### src/pda_pkg.sv
// shared constants and types for the program counter and data addressing block
package pda_pkg;

	// =========================================================================
	// program counter
	localparam int        PC_W        = 12;
	localparam int        PAGE_LSB    = 9;
	localparam logic [11:0] PC_RESET  = 12'hFFF;
	localparam logic [11:0] PC_ONE    = 12'h001;
	localparam int        STACK_DEPTH = 8;
	localparam int        STACK_PTR_W = 3;

	// =========================================================================
	// data memory map
	localparam int          DATA_W      = 8;
	localparam int          RF_W        = 5;
	localparam int          RAM_AW      = 9;
	localparam int          RAM_DEPTH   = 272;
	localparam logic [3:0]  REG_INDIRECT = 4'h0;
	localparam logic [3:0]  REG_PCL      = 4'h2;
	localparam logic [3:0]  REG_PTR      = 4'h4;
	localparam logic [7:0]  PTR_RESET    = 8'h00;
	localparam logic [2:0]  PAGE_RESET   = 3'h0;
	localparam logic [4:0]  RF_INDIRECT  = 5'h00;

	// =========================================================================
	// operations issued by the decoder
	typedef enum logic [2:0] {
		PDA_OP_NONE = 3'b000,
		PDA_OP_STEP = 3'b001,
		PDA_OP_JUMP = 3'b010,
		PDA_OP_CALL = 3'b011,
		PDA_OP_RET  = 3'b100,
		PDA_OP_PAGE = 3'b101,
		PDA_OP_BANK = 3'b110
	} pda_op_t;

	// source of read data
	typedef enum logic [1:0] {
		PDA_RSEL_MEM  = 2'b00,
		PDA_RSEL_PCL  = 2'b01,
		PDA_RSEL_PTR  = 2'b10,
		PDA_RSEL_ZERO = 2'b11
	} pda_rsel_t;

endpackage : pda_pkg

### src/pda_mem_if.sv
// carrier between the addressing logic and the data memory
`timescale 1ns/1ps
interface pda_mem_if;
	import pda_pkg::*;
	logic                  ce;
	logic                  we;
	logic [RAM_AW-1:0]     addr;
	logic [DATA_W-1:0]     wdata;
	logic [DATA_W-1:0]     rdata;

	modport ctrl (output ce, output we, output addr, output wdata, input rdata);
	modport ram  (input ce, input we, input addr, input wdata, output rdata);
endinterface : pda_mem_if

### src/pda_ram.sv
// banked and global data registers, registered read data
`timescale 1ns/1ps
module pda_ram #(
	parameter int DEPTH = pda_pkg::RAM_DEPTH
) (
	// clock
	input wire logic clock,
	// memory port
	pda_mem_if.ram   mem
);
	import pda_pkg::*;

	logic [DATA_W-1:0] cell_ff [DEPTH];
	logic [DATA_W-1:0] rdata_ff;

	// =========================================================================
	// storage: contents are not reset, so software must write a cell before trusting it
	always_ff @(posedge clock) begin
		if (mem.ce) begin
			if (mem.we && (int'(mem.addr) < DEPTH)) begin
				cell_ff[mem.addr] <= mem.wdata;
			end
			rdata_ff <= (int'(mem.addr) < DEPTH) ? cell_ff[mem.addr] : 8'h00;
		end
	end

	assign mem.rdata = rdata_ff;

endmodule : pda_ram

### src/pda_core.sv
// program counter, return stack and data memory address generation
// Notes on behaviour
// - program space is 4K words of 12 bits, fetched at a binary counter address
// - reset loads the counter with all ones, fetching the top address first
// - on a step operation the counter steps by one and wraps to zero
// - pages are 512 words; stepping crosses page boundaries freely
// - low counter byte is data register 02h; bit 8 not software accessible
// - jumps and calls take upper target bits from the page-select bits
// - page-set operation loads the page-select bits from its operand
// - eight-entry 12-bit return stack; call pushes, return pops into counter
// - return stack has no software read or write path
// - data memory: sixteen banks of sixteen bytes plus a global bank
// - register field zero is indirect, 01h-0Fh direct, 10h-1Fh semi-direct
// - indirect mode uses the full 8-bit pointer at global 04h
// - indirect pointers 01h-0Fh reach globals, higher reach banks 1 to F
// - direct mode selects a global register, ignoring the pointer
// - semi-direct address is pointer high nibble with field low nibble
// - global location zero is the indirect port, not a storage cell
// - bank-select writes only pointer bits 4 to 6
// - pointer bit 7 picks the lower or upper block of banks
`timescale 1ns/1ps
module pda_core (
	// clock and reset
	input  wire logic                            clock,
	input  wire logic                            sys_rst,
	input  wire logic                            clk_en,
	// program counter operations from the decoder
	input  wire pda_pkg::pda_op_t                op,
	input  wire logic [8:0]                      op_target,
	// data access from the decoder
	input  wire logic                            acc_valid,
	input  wire logic                            acc_write,
	input  wire logic [pda_pkg::RF_W-1:0]        register_field,
	input  wire logic [pda_pkg::DATA_W-1:0]      acc_wdata,
	// state towards the core
	output logic [pda_pkg::PC_W-1:0]             fetch_addr_ff,
	output logic [2:0]                           page_select_ff,
	output logic [pda_pkg::DATA_W-1:0]           data_pointer_ff,
	output logic [pda_pkg::DATA_W-1:0]           rd_data_ff,
	output logic                                 rd_valid_ff
);
	import pda_pkg::*;

	pda_mem_if mem ();

	// =========================================================================
	// address resolution
	wire logic        mode_indirect = (register_field == RF_INDIRECT);
	wire logic        mode_semi     = register_field[4];
	wire logic        mode_direct   = !mode_indirect && !mode_semi;
	// indirect pointer with a zero high nibble lands in the global bank
	wire logic        ind_global    = (data_pointer_ff[7:4] == 4'h0);
	wire logic        res_global    = mode_direct || (mode_indirect && ind_global);
	wire logic [7:0]  res_idx       = mode_indirect ? data_pointer_ff :
	                                  mode_semi     ? {data_pointer_ff[7:4], register_field[3:0]} :
	                                                  {4'h0, register_field[3:0]};
	wire logic [RAM_AW-1:0] res_addr = res_global ? {1'b1, 4'h0, res_idx[3:0]} : {1'b0, res_idx};

	wire logic        hit_port = res_global && (res_idx[3:0] == REG_INDIRECT);
	wire logic        hit_pcl  = res_global && (res_idx[3:0] == REG_PCL);
	wire logic        hit_ptr  = res_global && (res_idx[3:0] == REG_PTR);
	wire logic        hit_mem  = !hit_port && !hit_pcl && !hit_ptr;
	wire logic        do_write = clk_en && acc_valid && acc_write;
	wire logic        do_read  = clk_en && acc_valid && !acc_write;
	wire logic        pcl_wr   = do_write && hit_pcl;
	wire logic        ptr_wr   = do_write && hit_ptr;

	wire pda_rsel_t   rsel     = hit_pcl ? PDA_RSEL_PCL :
	                             hit_ptr ? PDA_RSEL_PTR :
	                             hit_port ? PDA_RSEL_ZERO : PDA_RSEL_MEM;

	// port through a zero pointer reads zero and drops writes
	assign mem.ce    = clk_en;
	assign mem.we    = do_write && hit_mem;
	assign mem.addr  = res_addr;
	assign mem.wdata = acc_wdata;

	pda_ram #(
		.DEPTH (RAM_DEPTH)
	) u_ram (
		.clock (clock),
		.mem   (mem)
	);

	// =========================================================================
	// program counter and return stack
	logic [PC_W-1:0]        stack_ff [STACK_DEPTH];
	logic [STACK_PTR_W-1:0] sp_ff;
	logic [PC_W-1:0]        nxt_pc;
	logic [STACK_PTR_W-1:0] nxt_sp;

	wire logic [PC_W-1:0]        pc_inc   = fetch_addr_ff + PC_ONE;
	wire logic [STACK_PTR_W-1:0] sp_prev  = sp_ff - 3'h1;
	wire logic [PC_W-1:0]        jmp_dest = {page_select_ff, op_target};
	wire logic [PC_W-1:0]        call_dest = {page_select_ff, 1'b0, op_target[7:0]};
	wire logic [PC_W-1:0]        pcl_dest = {page_select_ff, 1'b0, acc_wdata};
	wire logic                   do_push  = clk_en && !pcl_wr && (op == PDA_OP_CALL);
	wire logic                   do_pop   = clk_en && !pcl_wr && (op == PDA_OP_RET);

	// a computed jump through the low byte overrides any decoder step, jump, call or return
	always_comb begin
		nxt_pc = fetch_addr_ff;
		nxt_sp = sp_ff;
		if (pcl_wr) begin
			nxt_pc = pcl_dest;
		end else begin
			case (op)
				PDA_OP_STEP: begin
					nxt_pc = pc_inc;
				end
				PDA_OP_JUMP: begin
					nxt_pc = jmp_dest;
				end
				PDA_OP_CALL: begin
					nxt_pc = call_dest;
					nxt_sp = sp_ff + 3'h1;
				end
				PDA_OP_RET: begin
					nxt_pc = stack_ff[sp_prev];
					nxt_sp = sp_prev;
				end
				default: begin
					nxt_pc = fetch_addr_ff;
				end
			endcase
		end
	end

	always_ff @(posedge clock) begin
		if (sys_rst) begin
			fetch_addr_ff <= PC_RESET;
			sp_ff         <= '0;
		end else if (clk_en) begin
			fetch_addr_ff <= nxt_pc;
			sp_ff         <= nxt_sp;
		end
	end

	// stack is a ring: a ninth call overwrites the oldest return address
	genvar gi;
	generate
		for (gi = 0; gi < STACK_DEPTH; gi++) begin : g_stack
			always_ff @(posedge clock) begin
				if (sys_rst) begin
					stack_ff[gi] <= PC_RESET;
				end else if (do_push && (sp_ff == STACK_PTR_W'(gi))) begin
					stack_ff[gi] <= pc_inc;
				end
			end
		end
	endgenerate

	// =========================================================================
	// page select and data pointer
	logic [7:0] nxt_ptr;
	assign nxt_ptr = ptr_wr ? acc_wdata :
	                 (op == PDA_OP_BANK) ? {data_pointer_ff[7], op_target[6:4], data_pointer_ff[3:0]} :
	                 data_pointer_ff;

	always_ff @(posedge clock) begin
		if (sys_rst) begin
			page_select_ff  <= PAGE_RESET;
			data_pointer_ff <= PTR_RESET;
		end else if (clk_en) begin
			if (op == PDA_OP_PAGE) begin
				page_select_ff <= op_target[2:0];
			end
			data_pointer_ff <= nxt_ptr;
		end
	end

	// =========================================================================
	// read pipeline: the memory answers one edge after the request, data out one later
	logic       rd_pend_ff;
	pda_rsel_t  rd_sel_ff;
	logic [7:0] rd_spec_ff;
	logic [7:0] nxt_rd_data;

	assign nxt_rd_data = (rd_sel_ff == PDA_RSEL_MEM)  ? mem.rdata :
	                     (rd_sel_ff == PDA_RSEL_ZERO) ? 8'h00 : rd_spec_ff;

	always_ff @(posedge clock) begin
		if (sys_rst) begin
			rd_pend_ff  <= 1'b0;
			rd_sel_ff   <= PDA_RSEL_ZERO;
			rd_spec_ff  <= 8'h00;
			rd_data_ff  <= 8'h00;
			rd_valid_ff <= 1'b0;
		end else if (clk_en) begin
			rd_pend_ff  <= do_read;
			rd_sel_ff   <= rsel;
			rd_spec_ff  <= hit_pcl ? fetch_addr_ff[7:0] : data_pointer_ff;
			rd_valid_ff <= rd_pend_ff;
			if (rd_pend_ff) begin
				rd_data_ff <= nxt_rd_data;
			end
		end
	end
endmodule : pda_core

### config.mk
export PLATFORM = sky130hd
export DESIGN_NAME = pda_core
export DESIGN_NICKNAME = d
export VERILOG_FILES = /design/src/pda_pkg.sv /design/src/pda_mem_if.sv /design/src/pda_ram.sv /design/src/pda_core.sv
export SDC_FILE = /design/constraint.sdc
export NUM_CORES = 2
export LEC_CHECK = 0
export BUFFER_PORTS_ARGS = -buffer_cell sky130_fd_sc_hd__buf_2
export CORE_MARGIN = 4
export CORE_UTILIZATION = 45
export DETAILED_ROUTE_END_ITERATION = 12
export PLACE_DENSITY = 0.56
export SYNTH_ARGS = -nofsm -noshare
export SYNTH_HDL_FRONTEND = slang
export SYNTH_SLANG_ARGS = --single-unit
### constraint.sdc
create_clock -name clock -period 5.1 [get_ports clock]
set_input_delay 0.765 -clock clock [delete_from_list [all_inputs] [get_ports clock]]
set_output_delay 0.765 -clock clock [all_outputs]
set_load 0.1 [all_outputs]
; ---- Word-level counts from Yosys, hierarchy flattened
; Memories as Yosys holds them, arrays and structs flattened. A register that Yosys moved wholly into a read port is not among the register bits.
; Index checks and enable logic that the tools add are counted.
[word_totals]
reg_bits = 46
ramBits = 2272
input_bits = 30
output_inout_bits = 32
elab_cells = 139
memories = 2
[mem_list]
columns = memory, words, width, rd, rd_ports_with_merged_regs, write_ports, line_no
row1 = u_ram.cell_ff, 272, 8, 1, 1, 1, pda_ram.sv:13  ; logic [DATA_W-1:0] cell_ff [DEPTH];
row2 = stack_ff, 8, 12, 1, 0, 8, pda_core.sv:87  ; logic [PC_W-1:0] stack_ff [STACK_DEPTH];
[classes]
addsub = 3
magnitude_cmp = 1
n_eq_ne = 16
n_mux = 51
bitwise = 9
n_reduce_logical = 47
[ops]
columns = op, n
row1 = 12-bit 2-to-1 mux, 9
row2 = 8-bit 2-to-1 mux, 6
row3 = 12-bit case mux with 4 select lines, 1
row4 = 1-bit 2-to-1 mux, 29
row5 = 1-bit logical AND, 24
row6 = "3-bit equality test, second input constant", 7
row7 = "12-bit by 1-bit adder with 12-bit output, second input constant", 1
row8 = "3-bit by 2-bit equality test with 1-bit output, second input constant", 4
row9 = 2-bit AND reduction, 5
row10 = "9-bit < comparator, second input constant", 1
row11 = 9-bit 2-to-1 mux, 1
row12 = 1-bit logical NOT, 8
row13 = 4-bit logical NOT, 2
row14 = 1-bit OR, 8
row15 = 7-bit 2-to-1 mux, 1
row16 = "3-bit by 1-bit equality test with 1-bit output, second input constant", 2
row17 = 2-bit 2-to-1 mux, 3
row18 = 3-bit case mux with 2 select lines, 1
row19 = 5-bit logical NOT, 1
row20 = 5-bit nonzero test, 1
row21 = "4-bit by 2-bit equality test with 1-bit output, second input constant", 1
row22 = "4-bit by 3-bit equality test with 1-bit output, second input constant", 1
row23 = 2-bit nonzero test, 2
row24 = "3-bit by 1-bit adder with 3-bit output, second input constant", 1
row25 = other kinds (7), 7

; ---- Depth between registers and ports, before layout
[logic_depth]
depth_word = 14
mapped_depth = 15
depth_no_buf = 10

; ---- Cells and area by module
; From an unflattened synthesis, not the netlist that was laid out.
[hier_totals]
hier_cells = 4596
hier_area_um2 = 91790.5
[by_module_without_submodules]
columns = mod, n_inst, cells_per_inst, area_each_um2, seq_area_each_um2
row1 = pda_ram, 1, 3920, 84700.0, 65582.9
row2 = pda_core, 1, 676, 7090.6, 3803.6

; ---- Worst setup path after synthesis
; No wires, ideal clock.
[synth_path]
path_kind = reg-to-reg
startpoint = register sp_ff[0]
endpoint = register fetch_addr_ff[4] (netlist bit)
setup_ns = 0.120
t_arrival_ns = 3.729
required_ns = 4.980
path_slack_ns = 1.251
stages_incl_launch_ff = 15
path_buffers = 6
synth_period_minus_slack_ns = 3.849
path_cell_list = dfxtp_1 -> clkbuf_1 -> buf_2 -> buf_2 -> inv_1 -> ha_1 -> clkbuf_1 -> clkbuf_1 -> clkbuf_1 -> mux4_2 -> mux2i_1 -> o211ai_1 -> o21ai_0 -> nor2_1 -> a211o_1
[synth_via]
elab_chain_cells = 4
[synth_lines]
columns = item, line_no
row1 = "start, declared", pda_core.sv:88  ; logic [STACK_PTR_W-1:0] sp_ff;
row2 = "start signal, assigned", pda_core.sv:135  ; sp_ff <= nxt_sp;
row3 = 3-bit by 1-bit subtractor with 3-bit output, pda_core.sv:93  ; wire logic [STACK_PTR_W-1:0] sp_prev = sp_ff - 3'h1;
row4 = memory 8 x 12 bit, -
row5 = 12-bit case mux with 4 select lines, pda_core.sv:107  ; case (op)
row6 = 12-bit 2-to-1 mux, pda_core.sv:104  ; if (pcl_wr) begin
row7 = "end signal, assigned", pda_core.sv:134  ; fetch_addr_ff <= nxt_pc;
row8 = "end, declared", pda_core.sv:36  ; output logic [pda_pkg::PC_W-1:0] fetch_addr_ff,
; Every way passes these cells.
; A chain may end at the register's enable or synchronous reset.

; ---- Worst setup path in the final report
[layout_path]
startpoint = register data_pointer_ff[1] (netlist bit)
endpoint = register u_ram.rdata_ff[6] (netlist: u_ram.mem.rdata[6]) (read register of u_ram.cell_ff), data pin
[layout_via]
elab_chain_cells = 4
[layout_lines]
columns = item, line_no
row1 = "start, declared", pda_core.sv:38  ; output logic [pda_pkg::DATA_W-1:0] data_pointer_ff,
row2 = "start signal, assigned", pda_core.sv:168  ; data_pointer_ff <= nxt_ptr;
row3 = 8-bit 2-to-1 mux (*), pda_core.sv:54  ; wire logic [7:0] res_idx = mode_indirect ? data_pointer_ff :
row4 = 9-bit 2-to-1 mux (*), pda_core.sv:57  ; wire logic [RAM_AW-1:0] res_addr = res_global ? {1'b1, 4'h0, res_idx[3:0]} : {1'b0, res_idx};
row5 = 9-bit < comparator, pda_ram.sv:23  ; rdata_ff <= (int'(mem.addr) < DEPTH) ? cell_ff[mem.addr] : 8'h00;
row6 = 1-bit logical NOT (no line), -
row7 = "end, declared", pda_ram.sv:14  ; logic [DATA_W-1:0] rdata_ff;
; Every way passes the cells marked *; elsewhere a longest branch is shown, timed or not.

==> implementation parameters <==
Parameter                              Value

Yosys
  Most used flip-flop cell after synthesis ... sky130_fd_sc_hd__edfxtp_1
  Ys Warns ... 0
  Count of flip-flops with a built-in enable after synthesis ... 2280
  Sequential share of the synthesized area ... 75.5%
  Post-synthesis cell count ... 5517
  Number of synthesized register bits ... 2326
  Fraction of synthesis flops using an asynchronous set or reset pin ... 0%
  Cell Area, Synth ... 91900 um^2
  Number of unique standard cell types used by synthesis ... 83
  Mean cell area of the mapped netlist ... 16.7 um^2

Flow run
  Max-cap violation count ... 1

STA
  Pin slew with the least headroom to its limit ... 1.50 ns
  Clock Skew ... 0.0546 ns
  Clock period minus final worst setup slack ... 4.68 ns
  Number of hold violations in the final report ... 0
  Setup violation total in the final timing report ... 0
  Setup Total Neg Slack ... 0 ns
  Fmax ... 214 MHz
  RSZ-0062 raised after global routing ... no
  Final slew viol count ... 1
  Remaining max-slew budget at the tightest pin ... -1.27%
  Post-route clock period utilization ... 91.7%

Floorplan
  Die width ... 460 um
  Total number of placement rows ... 165
  Core Box Area ... 203000 um^2
  Number of ports placed on the die boundary ... 62
  Height of the chip ... 460 um
  Initial core utilization ... 45.4%
  Die Outline Area ... 212000 um^2

Power
  Power share of the combinational group ... 6.3%
  Internal power summed over all cells ... 30900 uW
  NetSw ... 9300 uW
  Leakage power ... 0.0341 uW
  Switching Fraction ... 23.2%
  Power Dens Cells ... 381 nW/um^2
  Max IR drop VDD ... 388 uV
  Clock network fraction of design power ... 41.3%
  Sequential cell fraction of total power ... 52.5%

Route
  Wirelength, routed ... 310 mm
  Total iterations of the first detailed-routing run ... 6
  Final routed wire length divided by cell count ... 35.3 um
  Routed vias/inst ... 6.37
  Remaining antenna violation count after routing ... 0
  Vias ... 56100
  Starting DRT DRC Count ... 8491
  Post-detailed-route DRC marker count ... 0

Clocking
  TritonCTS clock tree ... yes
  Max Root-Sink Buffers ... 3
  Worst-skew pair later-pin latency ... 0.90 ns
  Number of hold buffers added after cts ... 0
  Root Buffer ... sky130_fd_sc_hd__clkbuf_16
  Setup Buffers After CTS ... 0
  TritonCTS Sinks ... 2326
  Total of cells resized after clock tree synthesis ... 0
  Clock transition at the registers of the reported paths ... 0.06 ns
  Clock buffers created by TritonCTS ... 233
  CTS HTree Levels ... 4

Place
  Sum of net half-perimeters after detailed placement ... 196 mm
  Port Buffer Count ... 61
  Post-place instance area ... 98100 um^2
  Global placer's final weighted congestion ... 0.904

Setup path
  Critical Path End Type ... flop
  Number of cells on the worst reg-to-reg path ... 11
  Largest fanout of any net on the critical path ... 36
  Kind of start point of the critical path ... flop
  CP Class ... flop to flop
  Data arrival time of the critical path ... 5.23 ns
  Data required time of the critical path ... 5.66 ns

Global routing
  Via count of the first global-routing pass ... 53600
  Initial antenna violation count ... 18
  Congestion Overflow GR ... 0
  Met1 routing resource usage after global routing ... 40.9%
  Most used routing layer ... met2
  Total Routing Usage GR ... 29.0%
  Global-route wire length before repair ... 430 mm
  Largest net degree at the start of global routing ... 131
  Global routing met2 resource utilization ... 43.8%
  Routing usage on met3 ... 6.80%

Cells and area
  Highest-count cells in the layout ignoring fill and taps ... 2280 x sky130_fd_sc_hd__edfxtp_1, 574 x sky130_fd_sc_hd__nand2_1, 375 x sky130_fd_sc_hd__buf_4, 368 x sky130_fd_sc_hd__nor2_1, 330 x sky130_fd_sc_hd__mux2i_1
  Post-layout nets ... 5949
  Share of layout cells above drive strength 1 ... 18.5%
  Most common library cell in the layout ignoring fill and taps ... sky130_fd_sc_hd__edfxtp_1
  Post-synthesis to final-layout area growth ... 14.7%
  Final cell area excluding filler cells ... 105000 um^2

Worst hold path
  Kind of path behind the tightest hold check ... input pin to flop
  WHS Path Cells ... 3

Run status
  Status ... complete, but fails checks
  Violated checks ... capacitance limit, slew limit
==> logic make-up (layout without fill, tap and decap cells) <==
logic type | after synthesis | after routing | share of synthesized area [%]
DFF | 2326 | 2326 | 75.5
and+or+nand+nor | 1313 | 1313 | 6.14
AOI/OAI and AO/OA | 917 | 917 | 6.76
muxes | 563 | 563 | 9.20
buffers and inverters | 374 | 945 | 2.18
xor gates and xnor gates | 15 | 15 | 0.143
adders and majority gates | 8 | 8 | 0.109
other | 1 | 40 | 0.00408
==> stage by stage <==
stage | setup WS (ns) | hold slack, ns | utilization (%) | total power (uW) | instances
after floorplan | 1.25 | 0.455 | - | 22700 | 5540
after global placement | 0.136 | 0.461 | 48.4 | 23900 | 8348
after detailed placement | 0.120 | 0.464 | 48.4 | 24000 | 8348
after CTS | 0.640 | 0.0842 | 52.0 | 40300 | 8783
after global routing | 0.460 | 0.142 | 52.0 | 41200 | 8785
final | 0.422 | 0.139 | 52.0 | 40200 | 8799
==> cell usage after synthesis (all sizes together) (91+ instances only) <==
cell type | count | area share (%)
nand3 | 142 | 0.77
a21oi | 197 | 1.1
mux2i | 330 | 3.6
buf | 212 | 1.5
o22ai | 91 | 0.63
nand2 | 596 | 2.4
a221oi | 139 | 1.3
edfxtp | 2280 | 74
nor2 | 372 | 1.5
clkbuf | 152 | 0.62
mux4 | 225 | 5.5
o21ai | 197 | 1.1
==> flip-flops by register name, summed over array words and instances, names as in the netlist <==
name             count
rd_pend_ff           1
rd_sel_ff            2
page_select_ff       3
rd_valid_ff          1
fetch_addr_ff       12
data_pointer_ff      8
rd_spec_ff           8
u_ram.mem.rdata      8
stack_ff            96
u_ram.cell_ff     2176
sp_ff                3
rd_data_ff           8
==> critical path, stage by stage (launching register included) <==
cell                        delay (ns)
sky130_fd_sc_hd__dfxtp_1          0.48
sky130_fd_sc_hd__nor2b_1          0.18
sky130_fd_sc_hd__buf_4            0.20
sky130_fd_sc_hd__a21o_4           0.48
sky130_fd_sc_hd__buf_12           0.32
sky130_fd_sc_hd__buf_4            0.41
sky130_fd_sc_hd__mux2i_1          0.25
sky130_fd_sc_hd__o21ai_0          0.14
sky130_fd_sc_hd__nand3_1          0.23
sky130_fd_sc_hd__o2111ai_1        0.31
sky130_fd_sc_hd__o31ai_1          0.94
sky130_fd_sc_hd__o311ai_1         0.33
==> final cells by class <==
class                           count  area (um^2)
Inverter                           10         37.5
Multi-Input combinational cell   2840        20900
Sequential cell                  2326        69400
Antenna cell                       16         40.0
Clock buffer                      288         6050
Fill cell                       16600        97200
Tap cell                         2672         3340
Clock inverter                    147         1260
Timing Repair Buffer              500         4480
==> path summary, 6_finish.rpt <==
| path | startpoint | to | slack, ns |
|---|---|---|---|
| hold reg to reg | rd_valid_ff$_SDFFE_PP0P_ | rd_valid_ff$_SDFFE_PP0P_ | 0.47 |
| setup / recovery | data_pointer_ff[1]$_SDFFE_PP0P_ | u_ram.mem.rdata[6]$_SDFFCE_PP0P_ | 0.42 |
| setup reg to reg | data_pointer_ff[1]$_SDFFE_PP0P_ | u_ram.mem.rdata[6]$_SDFFCE_PP0P_ | 0.42 |
| hold / removal | op_target[2] | page_select_ff[2]$_SDFFE_PP0P_ | 0.14 |
==> power groups by stage <==
stage                     Sequential [uW]  Clock [uW]  Combinational [uW]
after CTS                           21100       16700                2480
final                               21100       16600                2510
after global routing                21100       17500                2600
after detailed placement            21500           0                2470
after floorplan                     21500           0                1130
after global placement              21500           0                2460
==> layer usage <==
layer | part of all wire [%] | wire, um | vias up
li1 | - | - | 22700
met1 | 39 | 122000 | 29100
met2 | 45 | 140000 | 3656
met3 | 11 | 35200 | 589
met4 | 4.2 | 13000 | 8
met5 | 0.017 | 52 | -
Power figures use the tool's default switching activity.
